File: src/pkg/tmr16_pkg.sv
package tmr16_pkg;

  // ----------------------------------------
  // Register byte addresses
  // ----------------------------------------
  localparam logic [7:0] CNT_LO_ADDR = 8'h00;
  localparam logic [7:0] CNT_HI_ADDR = 8'h04;
  localparam logic [7:0] CMPA_LO_ADDR = 8'h08;
  localparam logic [7:0] CMPA_HI_ADDR = 8'h0C;
  localparam logic [7:0] CMPB_LO_ADDR = 8'h10;
  localparam logic [7:0] CMPB_HI_ADDR = 8'h14;
  localparam logic [7:0] CAP_LO_ADDR = 8'h18;
  localparam logic [7:0] CAP_HI_ADDR = 8'h1C;
  localparam logic [7:0] CTRL_A_ADDR = 8'h20;
  localparam logic [7:0] CTRL_B_ADDR = 8'h24;
  localparam logic [7:0] IRQ_FLAG_ADDR = 8'h28;
  localparam logic [7:0] IRQ_MASK_ADDR = 8'h2C;
  localparam logic [7:0] POWER_ADDR = 8'h30;

  // ----------------------------------------
  // Field positions
  // ----------------------------------------
  // control_reg_a: [1:0] mode low bits
  // control_reg_b: [7] filter enable, [6] capture edge, [5] capture source,
  //                [4:3] mode high bits, [2:0] clock select
  localparam int CB_FILT = 7;
  localparam int CB_EDGE = 6;
  localparam int CB_SRC = 5;
  localparam int FLG_OVF = 0;
  localparam int FLG_MA = 1;
  localparam int FLG_MB = 2;
  localparam int FLG_CAP = 5;

  // ----------------------------------------
  // Reset values and constants
  // ----------------------------------------
  localparam logic [7:0] CTRL_RST = 8'h00;
  localparam logic POWER_OFF_RST = 1'b1;
  localparam logic [15:0] BOTTOM_VAL = 16'h0000;
  localparam logic [15:0] MAX_VAL = 16'hFFFF;
  localparam logic [15:0] TOP_8BIT = 16'h00FF;
  localparam logic [15:0] TOP_9BIT = 16'h01FF;
  localparam logic [15:0] TOP_10BIT = 16'h03FF;
  localparam int FILT_SAMPLES = 4;

  // Clock select codes
  localparam logic [2:0] CS_OFF = 3'h0;
  localparam logic [2:0] CS_EXT_FALL = 3'h6;
  localparam logic [2:0] CS_EXT_RISE = 3'h7;

  // Prescaler divide ratios minus one
  localparam logic [9:0] DIV8_M1 = 10'h007;
  localparam logic [9:0] DIV64_M1 = 10'h03F;
  localparam logic [9:0] DIV256_M1 = 10'h0FF;
  localparam logic [9:0] DIV1024_M1 = 10'h3FF;

endpackage

File: src/hw/tmr16_filter.sv
`timescale 1ns/100ps
module tmr16_filter
  import tmr16_pkg::*;
(
  input wire logic core_clk,
  input wire logic rst_n,
  input wire logic enable,
  input wire logic din,
  output logic dout
);

  logic [FILT_SAMPLES-1:0] hist_r;
  logic dout_r;
  wire all_one = &hist_r;
  wire all_zero = ~|hist_r;

  // ----------------------------------------
  // Four equal samples change the output
  // ----------------------------------------
  always_ff @(posedge core_clk or negedge rst_n)
  begin
    if (!rst_n)
    begin
      hist_r <= '0;
      dout_r <= 1'b0;
    end
    else
    begin
      hist_r <= {hist_r[FILT_SAMPLES-2:0], din};
      if (all_one)
        dout_r <= 1'b1;
      else if (all_zero)
        dout_r <= 1'b0;
    end
  end

  assign dout = enable ? dout_r : din;

endmodule

File: src/hw/tmr16_core.sv
// Behaviour
// - Control registers are plain 8-bit bytes
// - Interrupt flags visible, each masked separately
// - Prescaler or edge-selected pin clock; idle when off
// - Compare registers compared with counter continuously
// - Compare match sets channel match flag
// - Capture edge copies counter, optional filter
// - Compare A as TOP gives no PWM on wave_out_a; wave_out_b still gives PWM
// - Compare A TOP is double buffered in PWM modes; mode 4 loads compare A directly
// - Capture register usable as fixed TOP
// - BOTTOM when counter is zero
// - MAX when counter is all ones
// - TOP from fixed values, compare A or capture
// - One shared high-byte latch
// - Low-byte write loads whole register
// - Counter/capture low-byte read copies high byte into latch
// - Compare high reads bypass the latch
// - Counter/capture high reads return latch
// - CPU counter write beats clear and count
// - Capture writable only in capture-TOP modes
`timescale 1ns/100ps
module tmr16_core
  import tmr16_pkg::*;
(
  input wire logic core_clk,
  input wire logic arst_n,
  input wire logic psel,
  input wire logic penable,
  input wire logic pwrite,
  input wire logic [7:0] paddr,
  input wire logic [31:0] pwdata,
  output logic [31:0] prdata,
  output logic pready,
  output logic pslverr,
  input wire logic ext_count_pin,
  input wire logic capture_pin,
  input wire logic comp_out,
  output logic wave_out_a,
  output logic wave_out_b,
  output logic bottom_hit,
  output logic max_hit,
  output logic top_hit
);
  import tmr16_pkg::*;

  logic [1:0] rst_sync_r;
  wire rst_n = rst_sync_r[1];

  always_ff @(posedge core_clk or negedge arst_n)
  begin
    if (!arst_n)
      rst_sync_r <= 2'b00;
    else
      rst_sync_r <= {rst_sync_r[0], 1'b1};
  end

  // ----------------------------------------
  // Registers
  // ----------------------------------------
  logic [15:0] count_value_r, count_value_nxt;
  logic [15:0] compare_a_value_r, compare_b_value_r;
  logic [15:0] cmpa_buf_r, cmpb_buf_r;
  logic [15:0] capture_value_r;
  logic [7:0] control_reg_a_r, control_reg_b_r;
  logic [7:0] irq_flag_reg_r, irq_mask_reg_r;
  logic [7:0] hi_latch_r;
  logic power_off_bit_r;
  logic dir_down_r;
  logic wave_a_r, wave_b_r;
  logic [9:0] presc_r;
  logic ext_d1_r, ext_d2_r;
  logic cap_d_r;

  // ----------------------------------------
  // Bus decode
  // ----------------------------------------
  wire acc = psel & penable;
  wire wr = acc & pwrite;
  wire rd = acc & ~pwrite;
  wire [7:0] wb = pwdata[7:0];
  wire hit_cnt_lo = paddr == CNT_LO_ADDR;
  wire hit_cnt_hi = paddr == CNT_HI_ADDR;
  wire hit_a_lo = paddr == CMPA_LO_ADDR;
  wire hit_a_hi = paddr == CMPA_HI_ADDR;
  wire hit_b_lo = paddr == CMPB_LO_ADDR;
  wire hit_b_hi = paddr == CMPB_HI_ADDR;
  wire hit_cap_lo = paddr == CAP_LO_ADDR;
  wire hit_cap_hi = paddr == CAP_HI_ADDR;
  wire hit_ca = paddr == CTRL_A_ADDR;
  wire hit_cb = paddr == CTRL_B_ADDR;
  wire hit_flg = paddr == IRQ_FLAG_ADDR;
  wire hit_msk = paddr == IRQ_MASK_ADDR;
  wire hit_pwr = paddr == POWER_ADDR;
  wire mapped = hit_cnt_lo | hit_cnt_hi | hit_a_lo | hit_a_hi | hit_b_lo | hit_b_hi | hit_cap_lo
    | hit_cap_hi | hit_ca | hit_cb | hit_flg | hit_msk | hit_pwr;
  wire hi_wr = wr & (hit_cnt_hi | hit_a_hi | hit_b_hi | hit_cap_hi);
  wire cnt_wr = wr & hit_cnt_lo;
  wire cnt_lo_rd = rd & hit_cnt_lo;
  wire cap_lo_rd = rd & hit_cap_lo;

  assign pready = 1'b1;
  assign pslverr = acc & ~mapped;

  // ----------------------------------------
  // Mode and TOP selection
  // ----------------------------------------
  wire [3:0] mode = {control_reg_b_r[4:3], control_reg_a_r[1:0]};
  wire [2:0] clk_sel = control_reg_b_r[2:0];
  wire top_is_a = (mode == 4'd4) | (mode == 4'd9) | (mode == 4'd11) | (mode == 4'd15);
  wire top_is_cap = (mode == 4'd8) | (mode == 4'd10) | (mode == 4'd12) | (mode == 4'd14);
  wire pwm_mode = (mode != 4'd0) & (mode != 4'd4) & (mode != 4'd12);
  wire updown = (mode[1:0] != 2'd0) & ~mode[3] & ~mode[2] | (mode[3] & ~mode[2]);
  wire direct_a = ~pwm_mode;
  logic [15:0] top_val;

  always_comb
  begin
    unique case (1'b1)
      top_is_a: top_val = compare_a_value_r;
      top_is_cap: top_val = capture_value_r;
      default:
      begin
        unique case (mode[1:0])
          2'd1: top_val = TOP_8BIT;
          2'd2: top_val = TOP_9BIT;
          2'd3: top_val = TOP_10BIT;
          default: top_val = MAX_VAL;
        endcase
      end
    endcase
  end

  // ----------------------------------------
  // Timer tick
  // ----------------------------------------
  wire ext_edge_r = ext_d1_r & ~ext_d2_r;
  wire ext_edge_f = ~ext_d1_r & ext_d2_r;
  logic presc_hit;

  always_comb
  begin
    unique case (clk_sel)
      3'd2: presc_hit = (presc_r & DIV8_M1) == DIV8_M1;
      3'd3: presc_hit = (presc_r & DIV64_M1) == DIV64_M1;
      3'd4: presc_hit = (presc_r & DIV256_M1) == DIV256_M1;
      3'd5: presc_hit = presc_r == DIV1024_M1;
      default: presc_hit = 1'b0;
    endcase
  end

  wire timer_tick = ~power_off_bit_r & (clk_sel != CS_OFF) & (
    (clk_sel == 3'd1) | presc_hit | ((clk_sel == CS_EXT_FALL) & ext_edge_f)
    | ((clk_sel == CS_EXT_RISE) & ext_edge_r));

  // ----------------------------------------
  // Conditions
  // ----------------------------------------
  assign bottom_hit = count_value_r == BOTTOM_VAL;
  assign max_hit = count_value_r == MAX_VAL;
  assign top_hit = count_value_r == top_val;
  wire match_a = count_value_r == compare_a_value_r;
  wire match_b = count_value_r == compare_b_value_r;
  wire buf_update = updown ? top_hit : bottom_hit;

  always_comb
  begin
    count_value_nxt = count_value_r;
    if (cnt_wr)
      count_value_nxt = {hi_latch_r, wb};
    else if (timer_tick)
    begin
      if (updown)
        count_value_nxt = dir_down_r ? count_value_r - 16'h0001 : count_value_r + 16'h0001;
      else if (top_hit)
        count_value_nxt = BOTTOM_VAL;
      else
        count_value_nxt = count_value_r + 16'h0001;
    end
  end

  // ----------------------------------------
  // Capture path
  // ----------------------------------------
  wire cap_raw = control_reg_b_r[CB_SRC] ? comp_out : capture_pin;
  logic cap_filt;

  tmr16_filter u_filter (
    .core_clk(core_clk),
    .rst_n(rst_n),
    .enable(control_reg_b_r[CB_FILT]),
    .din(cap_raw),
    .dout(cap_filt)
  );

  wire cap_edge = control_reg_b_r[CB_EDGE] ? (cap_filt & ~cap_d_r) : (~cap_filt & cap_d_r);
  wire cap_event = cap_edge & ~top_is_cap & ~power_off_bit_r;

  // ----------------------------------------
  // Read mux
  // ----------------------------------------
  logic [7:0] rd_byte;

  always_comb
  begin
    rd_byte = 8'h00;
    if (hit_cnt_lo) rd_byte = count_value_r[7:0];
    if (hit_cnt_hi | hit_cap_hi) rd_byte = hi_latch_r;
    if (hit_a_lo) rd_byte = compare_a_value_r[7:0];
    if (hit_a_hi) rd_byte = compare_a_value_r[15:8];
    if (hit_b_lo) rd_byte = compare_b_value_r[7:0];
    if (hit_b_hi) rd_byte = compare_b_value_r[15:8];
    if (hit_cap_lo) rd_byte = capture_value_r[7:0];
    if (hit_ca) rd_byte = control_reg_a_r;
    if (hit_cb) rd_byte = control_reg_b_r;
    if (hit_flg) rd_byte = irq_flag_reg_r;
    if (hit_msk) rd_byte = irq_mask_reg_r;
    if (hit_pwr) rd_byte = {7'h00, power_off_bit_r};
  end

  assign prdata = {24'h0000_00, rd_byte};

  // ----------------------------------------
  // Sequential state
  // ----------------------------------------
  always_ff @(posedge core_clk or negedge rst_n)
  begin
    if (!rst_n)
    begin
      count_value_r <= 16'h0000;
      compare_a_value_r <= 16'h0000;
      compare_b_value_r <= 16'h0000;
      cmpa_buf_r <= 16'h0000;
      cmpb_buf_r <= 16'h0000;
      capture_value_r <= 16'h0000;
      control_reg_a_r <= CTRL_RST;
      control_reg_b_r <= CTRL_RST;
      irq_flag_reg_r <= 8'h00;
      irq_mask_reg_r <= 8'h00;
      hi_latch_r <= 8'h00;
      power_off_bit_r <= POWER_OFF_RST;
      dir_down_r <= 1'b0;
      presc_r <= 10'h000;
      ext_d1_r <= 1'b0;
      ext_d2_r <= 1'b0;
      cap_d_r <= 1'b0;
      wave_a_r <= 1'b0;
      wave_b_r <= 1'b0;
    end
    else
    begin
      count_value_r <= count_value_nxt;
      presc_r <= (power_off_bit_r | clk_sel == CS_OFF) ? 10'h000 : presc_r + 10'h001;
      ext_d1_r <= ext_count_pin;
      ext_d2_r <= ext_d1_r;
      cap_d_r <= cap_filt;
      if (timer_tick & updown)
      begin
        if (top_hit)
          dir_down_r <= 1'b1;
        else if (bottom_hit)
          dir_down_r <= 1'b0;
      end
      if (hi_wr)
        hi_latch_r <= wb;
      else if (cnt_lo_rd)
        hi_latch_r <= count_value_r[15:8];
      else if (cap_lo_rd)
        hi_latch_r <= capture_value_r[15:8];
      if (wr & hit_a_lo)
        cmpa_buf_r <= {hi_latch_r, wb};
      if (wr & hit_b_lo)
        cmpb_buf_r <= {hi_latch_r, wb};
      if (direct_a | (timer_tick & buf_update))
      begin
        compare_a_value_r <= (wr & hit_a_lo & direct_a) ? {hi_latch_r, wb} : cmpa_buf_r;
        compare_b_value_r <= (wr & hit_b_lo & direct_a) ? {hi_latch_r, wb} : cmpb_buf_r;
      end
      if (wr & hit_cap_lo & top_is_cap)
        capture_value_r <= {hi_latch_r, wb};
      else if (cap_event)
        capture_value_r <= count_value_r;
      if (wr & hit_ca) control_reg_a_r <= wb;
      if (wr & hit_cb) control_reg_b_r <= wb;
      if (wr & hit_msk) irq_mask_reg_r <= wb & 8'h27;
      if (wr & hit_pwr) power_off_bit_r <= wb[0];
      // Flags: hardware set wins over write-one-to-clear
      for (int i = 0; i < 8; i++)
      begin
        if (wr & hit_flg & wb[i])
          irq_flag_reg_r[i] <= 1'b0;
      end
      if (timer_tick & (updown ? bottom_hit : top_hit)) irq_flag_reg_r[FLG_OVF] <= 1'b1;
      if (timer_tick & match_a) irq_flag_reg_r[FLG_MA] <= 1'b1;
      if (timer_tick & match_b) irq_flag_reg_r[FLG_MB] <= 1'b1;
      if (cap_event) irq_flag_reg_r[FLG_CAP] <= 1'b1;
      if (timer_tick & match_a & pwm_mode & ~top_is_a)
        wave_a_r <= updown ? ~dir_down_r : 1'b0;
      else if (timer_tick & bottom_hit & pwm_mode & ~updown)
        wave_a_r <= 1'b1;
      if (timer_tick & match_b & pwm_mode)
        wave_b_r <= updown ? ~dir_down_r : 1'b0;
      else if (timer_tick & bottom_hit & pwm_mode & ~updown)
        wave_b_r <= 1'b1;
      if (timer_tick & match_a & ~pwm_mode)
        wave_a_r <= ~wave_a_r;
      if (timer_tick & match_b & ~pwm_mode)
        wave_b_r <= ~wave_b_r;
    end
  end

  assign wave_out_a = wave_a_r & ~(pwm_mode & top_is_a);
  assign wave_out_b = wave_b_r;

endmodule

File: config.mk
export PLATFORM = sky130hd
export DESIGN_NAME = tmr16_core
export DESIGN_NICKNAME = d
export VERILOG_FILES = /design/src/pkg/tmr16_pkg.sv /design/src/hw/tmr16_filter.sv /design/src/hw/tmr16_core.sv
export SDC_FILE = /design/constraint.sdc
export NUM_CORES = 1
export LEC_CHECK = 0
export ABC_AREA = 0
export ABC_CLOCK_PERIOD_IN_PS = 6700
export BUFFER_PORTS_ARGS = -buffer_cell sky130_fd_sc_hd__clkbuf_2
export CAP_MARGIN = 10
export CELL_PAD_IN_SITES_DETAIL_PLACEMENT = 1
export CELL_PAD_IN_SITES_GLOBAL_PLACEMENT = 1
export CORE_ASPECT_RATIO = 0.9
export CORE_MARGIN = 1
export CORE_UTILIZATION = 35
export DETAILED_ROUTE_END_ITERATION = 7
export GPL_TIMING_DRIVEN = 0
export HOLD_SLACK_MARGIN = 0.06
export PLACE_DENSITY_LB_ADDON = 0.1
export SLEW_MARGIN = 0
export SYNTH_ARGS = -nofsm -noshare
export SYNTH_HDL_FRONTEND = slang
export SYNTH_SLANG_ARGS = --single-unit
File: constraint.sdc
create_clock -name core_clk -period 6.7 [get_ports core_clk]
set_input_delay 0.335 -clock core_clk [delete_from_list [all_inputs] [get_ports core_clk]]
set_output_delay 0.335 -clock core_clk [all_outputs]
set_load 0.02 [all_outputs]
Word level (Yosys, flattened, before mapping)
Index checks and enable logic that the tools add are counted.
Cells by class
  bitwise operators: 98
  equality and inequality tests: 41
  add/subtract/negate cells: 3
  muxes and demuxes: 51
  reduce and logical (&&, ||, !) cells: 19
Operator list (number)
  $mux W16: 9
  $mux W8: 15
  $and A1 B1 Y1: 53
  $eq A16 B16 Y1: 3
  $pmux W16 S3: 1
  $eq A8 B6 Y1 const B: 5
  $eq A8 B5 Y1 const B: 4
  $pmux W16 S2: 1
  $eq A4 B4 Y1 const B: 7
  $or A1 B1 Y1: 28
  $mux W1: 23
  $not A1 Y1: 17
  $add A16 B1 Y16 const B: 1
  $eq A16 B16 Y1 const B: 1
  $eq A8 B4 Y1 const B: 2
  $logic_not A16 Y1: 1
  $reduce_bool A2 Y1: 8
  $sub A16 B1 Y16 const B: 1
  $eq A3 B3 Y1 const B: 5
  $reduce_bool A3 Y1: 4
  $add A10 B1 Y10 const B: 1
  $eq A10 B10 Y1 const B: 1
  $mux W10: 1
  $eq A8 B3 Y1 const B: 1
  17 further kinds: 19
Storage, ports and cells
  register bits after elaboration: 152
  output and inout bits: 39

Longest topological paths before layout
Gate-level depths: netlist of run 1.
  depth after elaboration: 15
  depth in mapped cells: 14

Cells and area by module
A second synthesis of run 1 with hierarchy kept.
Unflattened totals
  cells, all modules: 998
  area total of the unflattened synthesis: 9547.9 µm²
Modules (own cells, without submodules)
  tmr16_core: instances 1, area an instance 9385.3 µm², cells an instance 989, sequential area each 3679.8 µm²
  tmr16_filter: instances 1, area an instance 162.7 µm², cells an instance 9, sequential area each 125.1 µm²

Worst setup path before layout of run 1
Ideal clock, no wire load.
  path kind: register to register
  from: register control_reg_a_r[0]
  to: register compare_a_value_r[0]
  required time: 6.575 ns
  setup slack: 3.529 ns
  clock period less this slack: 3.171 ns
  stages on the path, launching flop included: 13
  arrival time: 3.046 ns
  path through: dfrtp_1 inv_1 ha_1 or3b_1 o32ai_2 nor4bb_1 xnor2_1 nor4_1 nand2_1 and4b_2 a21oi_2 buf_6 mux2_4
On the way
  word-level cells in the longest chain between the ends: 9
  elaborated cells between the ends (all ways): 35
RTL lines
  start: declaration: line tmr16_core.sv:64  | logic [7:0] control_reg_a_r, control_reg_b_r;
  start signal: assignment: line tmr16_core.sv:282  | if (wr & hit_ca) control_reg_a_r <= wb;
  $eq A4 B4 Y1, or another cell as far along: line tmr16_core.sv:110  | wire top_is_cap = (mode == 4'd8) | (mode == 4'd10) | (mode == 4'd12) | (mode == 4'd14);
  $or A1 B1 Y1, on equally long branches (3 in series): line tmr16_core.sv:110, tmr16_core.sv:109
  $pmux W16 S2 (*): line tmr16_core.sv:118  | unique case (1'b1)
  $eq A16 B16 Y1 (*): line tmr16_core.sv:160  | assign top_hit = count_value_r == top_val;
  net top_hit: line tmr16_core.sv:42  | output logic top_hit
  $mux W1 (*): line tmr16_core.sv:163  | wire buf_update = updown ? top_hit : bottom_hit;
  $and A1 B1 Y1 (*): line tmr16_core.sv:273  | if (direct_a | (timer_tick & buf_update))
  $or A1 B1 Y1 (*): line tmr16_core.sv:273
  end signal: assignment: line tmr16_core.sv:275  | compare_a_value_r <= (wr & hit_a_lo & direct_a) ? {hi_latch_r, wb} : cmpa_buf_r;
  end: declaration: line tmr16_core.sv:61  | logic [15:0] compare_a_value_r, compare_b_value_r;
Mark *: on every way through the listed nets, which the timed path passes. The rest lies on a longest branch.
A chain may end at the register's enable or synchronous reset.

Worst setup path in the final report of run 1
  from: register control_reg_a_r[1]
  to: register compare_b_value_r[9]
On the way
  word-level cells in the longest chain between the ends: 9
  elaborated cells between the ends (all ways): 35
RTL lines
  $eq A4 B4 Y1, or another cell as far along: line tmr16_core.sv:110
  $or A1 B1 Y1, on equally long branches (3 in series): line tmr16_core.sv:110, tmr16_core.sv:109
  $pmux W16 S2: line tmr16_core.sv:118
  $eq A16 B16 Y1: line tmr16_core.sv:160
  $mux W1: line tmr16_core.sv:163
  $and A1 B1 Y1: line tmr16_core.sv:273
  $or A1 B1 Y1: line tmr16_core.sv:273
  end signal: assignment: line tmr16_core.sv:276  | compare_b_value_r <= (wr & hit_b_lo & direct_a) ? {hi_latch_r, wb} : cmpb_buf_r;
  end: declaration: line tmr16_core.sv:61
Several ways; a longest one is shown, not always the timed one.

==> summary.md, run 1 <==
| Metric | Value |
|---|---|
| Outcome | `finished, final reports clean` |
| Postcts setup bufs | `0` |
| TritonCTS clock tree | `built` |
| Die X | `179 um` |
| Final layout net count | `1171` |
| Slew Viols, Final | `0` |
| Average size of a mapped cell | `9.55 sq um` |
| Min Tclk post-route | `4.02 ns` |
| Mapped Area | `0.00986 sq mm` |
| DR vias | `8609` |
| Register Area | `0.00381 sq mm` |
| Initial core utilization | `36.1%` |
| Post-synth ARST share | `100%` |
| Most common cell after layout, fill and taps aside | `dfrtp_1` |
| Non-Filler Instances | `1479` |
| Cells after synthesis | `1032` |
| Hold Crit Class | `input pin to register` |
| Post-synthesis sequential area ratio | `38.6%` |
| Crit end category | `register` |
| CTS root buf | `clkbuf_16` |
| Clock Sinks | `152` |
| First-pass GRT wire length | `55300 um` |
| GRT Residual Overflow | `0` |
| DIE HEIGHT | `161 um` |
| Synth warn | `0` |
| # diodes | `0` |
| Drc violations | `0` |
| Post-Route WL | `36900 um` |
| Max_cap viols | `0` |
| Crit path cell chain | `inv_1, ha_1, and3b_1, clkbuf_1, or2_1, clkbuf_1, a32oi_1, xnor2_1, nor4_1, and4b_2, a21oi_2, buf_6, mux2_4` |
| Worst IR Drop VDD | `181 uV` |
| DR pass1 iterations | `5` |
| Power Dens Cells | `194 mW/mm^2` |
| Max_slew headroom | `18.5%` |
| Largest net degree at the start of global routing | `57` |
| Synthesis-stage register bit count | `152` |
| Number of global-route vias before repair | `8442` |
| Violation count after the first detailed-route iteration | `561` |
| Fillers | `3147` |
| Buffers added on ports | `32` |
| # H-tree levels | `4` |
| Total GRT Usage | `26.6%` |
| Final Hold Viols | `0` |
| CP max-delay cell | `a21oi_2` |
| F_max | `249 MHz` |
| WS Path Type | `register to register` |
| Final Cycle Share | `60.0%` |
| Cts-stage hold buffer count | `2` |
| Clk_lat worst skew | `0.44 ns` |
| RSZ-0062 raised after global routing | `false` |
| Worst-Margin Slew | `1.21 ns` |
| Commonest cells after routing, fill and taps aside | `dfrtp_1, nor2_1, nand2_1` |
| Multi-input logic area | `0.00557 sq mm` |
| Via-per-instance ratio | `5.82` |
| Total CTS buffers | `17` |
| Routed Antenna Nets | `0` |
| DIE AREA | `0.0288 sq mm` |
| Data required time of the worst path | `7.03 ns` |
| RePlAce Congestion | `0.915` |
| Crit path DAT | `4.35 ns` |
| CTS resizes | `0` |
| Most used DFF post-synth | `dfrtp_1` |
| Dpl hpwl | `27300 um` |
| Final setup viols | `0` |
| CP Launch Type | `register` |
| Number of enable flip-flop cells after synthesis | `0` |
| Critical path fanouts, max | `10` |
| Clock skew | `0.0164 ns` |
| Placed insts | `1445` |
| Clk buf depth | `2` |
| CP max stage delay | `0.56 ns` |
| Area Overhead vs Synth | `13.7%` |
| Unique cell type count in the Yosys netlist | `80` |
| Core Rows | `57` |
| Ports | `87` |
| DR WL/cell | `25.0 um` |
| Setup total negative slack | `0 ns` |
| Initial antenna violation count | `2` |
| Most used cell, CP | `clkbuf_1` |
| Leak pwr | `4.95 nW` |
| Core area | `0.0273 sq mm` |
| Layout cell share with drive strength beyond 1 | `19.1%` |
| Reg clk slew, reported paths | `0.07 ns` |
## flip-flops by register name, indices dropped and copies added, names as in the netlist, 2 cells and up
register	count
compare_a_value_r	16
hi_latch_r	8
count_value_r	16
control_reg_a_r	8
irq_flag_reg_r	4
control_reg_b_r	8
u_filter.hist_r	4
capture_value_r	16
cmpa_buf_r	16
rst_sync_r	2
cmpb_buf_r	16
irq_mask_reg_r	4
presc_r	10
compare_b_value_r	16
## kinds of logic (layout without fill, tap and decap cells)
family / Yosys count / in the layout / share of synthesized area (%)
buf+inv: 117 / 186 / 5.93
flops: 152 / 152 / 38.6
xor+xnor: 58 / 58 / 5.15
simple gates: 327 / 327 / 17.0
compound gates: 216 / 216 / 14.3
fa+ha+maj: 11 / 11 / 1.40
mux: 149 / 149 / 17.6
other cells: 2 / 26 / 0.0762
## power by group
part           leakage [nW]  switching (mW)  internal, mW
combinational          2.74           0.148        0.0801
clock                 0.277           0.449         0.524
sequential             1.93          0.0346         0.938
total                  4.95           0.632          1.54
## final timing paths
check	start	end	slack, ns	cells after the start
max in group asynchronous	rst_sync_r[1]$_DFF_PN0_	power_off_bit_r$_DFFE_PN1P_	5.53	1
worst min register to register	rst_sync_r[0]$_DFF_PN0_	rst_sync_r[1]$_DFF_PN0_	0.35	0
worst max register to register	control_reg_a_r[1]$_DFFE_PN0P_	compare_b_value_r[9]$_DFFE_PN0P_	2.68	13
worst max-delay path	control_reg_a_r[1]$_DFFE_PN0P_	compare_b_value_r[9]$_DFFE_PN0P_	2.68	13
worst min-delay path	capture_pin	u_filter.hist_r[0]$_DFF_PN0_	0.17	2
min in group asynchronous	arst_n	rst_sync_r[1]$_DFF_PN0_	0.21	2
## area by class of cell
cell class              instances  area share [%]
plain buffers                 104            4.78
clock buffers                  19            3.86
clock inverters                13            1.21
inverters                      13           0.435
multi-input cells             787            49.6
flip-flops and latches        152            34.0
well taps                     354            3.95
repair buffers                 37            2.16
## per-stage QoR
stage / total power, mW / worst slack (ns) / instance area, sq um / hold slack, ns / util (%)
final: 2.17 / 2.68 / 11200 / 0.174 / 41.0
after floorplan: 1.13 / 2.15 / 9950 / 0.0394 / -
after CTS: 2.19 / 2.69 / 11200 / 0.162 / 41.0
after global routing: 2.25 / 2.49 / 11200 / 0.167 / 41.0
after global placement: 1.21 / -0.111 / 10600 / 0.123 / 38.6
after detailed placement: 1.21 / 2.71 / 10600 / 0.127 / 38.9
## worst max-delay path: cells and delay by family (launching register included)
kind,cells,cell delay (ns)
buffers and inverters,4,1.04
AND/OR/NAND/NOR,4,0.81
AO/OA/AOI/OAI,2,0.68
flip-flops,1,0.44
adder cells (fa/ha/maj),1,0.34
multiplexers,1,0.31
XOR/XNOR,1,0.28
## cells in the mapped netlist, types with 8 or more instances
cell type  number  area share, %
and2_1         10           0.63
and3_1         18            1.1
buf_4          26            2.0
mux2_1         22            2.5
a22oi_1        14            1.1
dfrtp_1       151             38
o21ai_1        19           0.96
xor2_1         11           0.98
clkbuf_1       57            2.2
ha_1           11            1.4
o211ai_1        8           0.61
nand2_1        71            2.7
inv_1          12           0.46
nor2_1         92            3.5
o21ai_0        47            2.4
xnor2_1        47            4.2
nor3_1         23            1.2
buf_1           8           0.30
buf_2           8           0.41
a21o_1          8           0.61
mux2i_1        37            3.8
nor4_1         16            1.0
mux2_2         63            7.2
a31oi_1        11           0.70
a21oi_1        47            2.4
nand3_1        24            1.2
nand4_1        22            1.4
mux2_4         27            4.1
a221oi_1       16            1.4
## layer usage
metal | global-route usage (%) | up-vias | part of all wire [%]
met4 | 8.78 | 0 | 2.8
met1 | 38.8 | 4410 | 47
met5 | 0 | - | 0
li1 | - | 3846 | -
met3 | 4.14 | 60 | 5.9
met2 | 39.7 | 293 | 44
No activity file was read; power rests on OpenSTA's default activity.
==> run 2: changes to the inputs <==
--- a/config.mk
+++ b/config.mk
@@ -6,7 +6,7 @@
 export NUM_CORES = 1
 export LEC_CHECK = 0
 export ABC_AREA = 0
-export ABC_CLOCK_PERIOD_IN_PS = 6700
+export ABC_CLOCK_PERIOD_IN_PS = 4000
 export BUFFER_PORTS_ARGS = -buffer_cell sky130_fd_sc_hd__clkbuf_2
 export CAP_MARGIN = 10
 export CELL_PAD_IN_SITES_DETAIL_PLACEMENT = 1
==> constraint.sdc (replaced) <==
create_clock -name core_clk -period 4 [get_ports core_clk]
set_input_delay 0.2 -clock core_clk [delete_from_list [all_inputs] [get_ports core_clk]]
set_output_delay 0.2 -clock core_clk [all_outputs]
set_load 0.02 [all_outputs]
==> summary.md, run 2 (synthesis gave the netlist of run 1 again) <==
| Metric | Value |
|---|---|
| Outcome | `finished, final reports clean` |
| CP max stage delay | `0.44 ns (-0.12 ns)` |
| Area Overhead vs Synth | `14.7%` |
| Die X | `179 um (unchanged)` |
| Clock skew | `0.0111 ns (-0.00530 ns)` |
| Data required time of the worst path | `4.33 ns (-2.70 ns)` |
| Internal | `2.66 mW (+73%)` |
| WHS | `0.124 ns (-0.0496 ns)` |
| Power Dens Cells | `329 mW/mm^2 (+70%)` |
| Register Area | `0.00381 sq mm (unchanged)` |
| Core Rows | `57 (unchanged)` |
| TritonCTS clock tree | `built` |
| Setup total negative slack | `0 ns (unchanged)` |
| First-pass GRT wire length | `55800 um (+0.84%)` |
| DR vias | `8419 (-2.2%)` |
| Hold Crit Class | `input pin to register` |
| CTS root buf | `clkbuf_16` |
| M1 GR Usage | `38.4% (-0.41 points)` |
| Buffers added on ports | `32 (unchanged)` |
| Min Tclk post-route | `3.76 ns (-0.266 ns)` |
| Worst IR Drop VDD | `304 uV (+68%)` |
| Ports | `87 (unchanged)` |
| Dpl hpwl | `27300 um (-0.13%)` |
| Reg clk slew, reported paths | `0.07 ns (about the same)` |
| CP bufs+invs | `3 (-1)` |
| Multi-input logic area | `0.00559 sq mm (+0.45%)` |
| Max_cap viols | `0 (unchanged)` |
| Final setup viols | `0 (unchanged)` |
| Fillers | `3158 (+0.35%)` |
| GRT Residual Overflow | `0 (unchanged)` |
| Largest net degree at the start of global routing | `54 (-5.3%)` |
| Max_slew headroom | `16.7% (-1.8 points)` |
| RSZ-0062 raised after global routing | `false` |
| Sw Ratio | `28.5% (-0.55 points)` |
| Initial antenna violation count | `0 (-2)` |
| # H-tree levels | `4 (unchanged)` |
| Most used cell, CP | `buf_2` |
| Finished Core Util | `41.4% (+0.35 points)` |
| Clk_lat worst skew | `0.44 ns (about the same)` |
| Final Hold Viols | `0 (unchanged)` |
| Met3 usage | `4.26% (+0.12 points)` |
| Clock power frac | `45.9% (+1.1 points)` |
| Design area | `0.0113 sq mm (+0.85%)` |
| Crit path cell chain | `inv_1, ha_1, and2_1, buf_2, a32o_1, a221o_1, or3_1, a2111oi_0, nand4_1, buf_2, a221oi_1, nor2_1` |
| CP max-delay cell | `dfrtp_1` |
| Slew Viols, Final | `0 (unchanged)` |
| DIE HEIGHT | `161 um (unchanged)` |
| CP Launch Type | `register` |
| Final Cycle Share | `93.9% (+34 points)` |
| Initial core utilization | `36.1% (unchanged)` |
| DR WL/cell | `24.9 um (-0.12%)` |
| Final layout net count | `1174 (+0.26%)` |
| Non-Filler Instances | `1482 (+0.20%)` |
| Leak pwr | `4.98 nW (+0.65%)` |
| Critical path fanouts, max | `10 (unchanged)` |
| DIE AREA | `0.0288 sq mm (unchanged)` |
| F_max | `266 MHz (+7.1%)` |
| Worst-Margin Slew | `1.23 ns (+0.0264 ns)` |
| Switch Pwr | `1.06 mW (+68%)` |
| Total GRT Usage | `26.7% (+0.093 points)` |
| WS Path Type | `register to register` |
| RePlAce Congestion | `0.915 (about the same)` |
| Crit end category | `register` |
| GR Util met2 | `41.4% (+1.7 points)` |
| Layout cell share with drive strength beyond 1 | `19.4% (+0.30 points)` |
| Placed Area | `0.0106 sq mm (unchanged)` |
| Crit path DAT | `4.09 ns (-0.26 ns)` |
| Commonest cells after routing, fill and taps aside | `dfrtp_1, nor2_1, nand2_1` |
| Core area | `0.0273 sq mm (unchanged)` |
| CP top delay family | `compound AO/OA/AOI/OAI gates` |
| Placed insts | `1445 (unchanged)` |
| Via-per-instance ratio | `5.68 (-2.4%)` |
| Post-Route WL | `37000 um (about the same)` |
| Logic pwr share | `10.4% (about the same)` |
| Number of global-route vias before repair | `8579 (+1.6%)` |
| Total CTS buffers | `17 (unchanged)` |
| Routed Antenna Nets | `0 (unchanged)` |
| GR peak layer | `met2` |
| Share of power burned in registers | `43.8% (-0.9 points)` |
| # diodes | `0 (unchanged)` |
| Drc violations | `0 (unchanged)` |
| Clock Sinks | `152 (unchanged)` |
| Clk buf depth | `2 (unchanged)` |
| DR pass1 iterations | `5 (unchanged)` |
| Violation count after the first detailed-route iteration | `581 (+3.6%)` |
| Most common cell after layout, fill and taps aside | `dfrtp_1` |
==> run 2: worst paths after layout <==
| path | from | endpoint | slack, ns | cells past startpoint |
|---|---|---|---|---|
| setup / recovery | control_reg_a_r[0]$_DFFE_PN0P_ | count_value_r[6]$_DFFE_PN0P_ | 0.24 | 12 |
| hold / removal | pwdata[0] | compare_b_value_r[0]$_DFFE_PN0P_ | 0.12 | 3 |
| setup reg to reg | control_reg_a_r[0]$_DFFE_PN0P_ | count_value_r[6]$_DFFE_PN0P_ | 0.24 | 12 |
| hold reg to reg | rst_sync_r[0]$_DFF_PN0_ | rst_sync_r[1]$_DFF_PN0_ | 0.35 | 0 |
| max in group asynchronous | arst_n | rst_sync_r[0]$_DFF_PN0_ | 2.72 | 4 |
| min in group asynchronous | rst_sync_r[1]$_DFF_PN0_ | compare_b_value_r[4]$_DFFE_PN0P_ | 0.42 | 0 |
==> run 2: repair_timing <==
action	4_1_cts	5_1_grt
resized for setup	1	4
buffers inserted	0	0
cloned	0	0
pin swaps	0	1
hold buffers	6	0
endpoints found under the hold margin	4	0
endpoints found under the setup margin	21	29
==> run 2: cell type report <==
| class | instances | share of cell area (%) |
|---|---|---|
| Multi-Input combinational cell | 787 | 49.4 |
| Clock buffer | 18 | 3.88 |
| Tap cell | 354 | 3.92 |
| Timing Repair Buffer | 41 | 2.50 |
| Inverter | 13 | 0.432 |
| Clock inverter | 14 | 1.43 |
| Sequential cell | 152 | 33.7 |
| Buffer | 103 | 4.71 |
==> run 2: worst reg2reg max path, cell delays in order (launching register included) <==
cell and delay [ns]:
dfrtp_1 0.44, inv_1 0.13, ha_1 0.32, and2_1 0.17
buf_2 0.18, a32o_1 0.28, a221o_1 0.27, or3_1 0.37
a2111oi_0 0.42, nand4_1 0.39, buf_2 0.34, a221oi_1 0.27
nor2_1 0.06
==> run 2: power groups by stage <==
stage | logic, mW | registers (mW) | clock network (mW)
2_1_floorplan | 0.244 | 1.64 | 0
3_3_place_gp | 0.346 | 1.68 | 0
3_5_place_dp | 0.377 | 1.66 | 0
4_1_cts | 0.384 | 1.63 | 1.74
5_1_grt | 0.419 | 1.63 | 1.79
6_report | 0.386 | 1.63 | 1.71
==> run 2: metal layers <==
metal	wire [um]	share of wire, %
met1	17900	48
met4	620	1.7
met3	1710	4.6
met5	0	0
met2	16800	45
==> run 2: stage by stage <==
stage / power, mW / setup slack (ns)
after floorplan: 1.89 / 0.829
after global placement: 2.02 / 0.00457
after detailed placement: 2.03 / 0.0000777
after CTS: 3.75 / 0.194
after global routing: 3.84 / 0.00468
final: 3.72 / 0.242
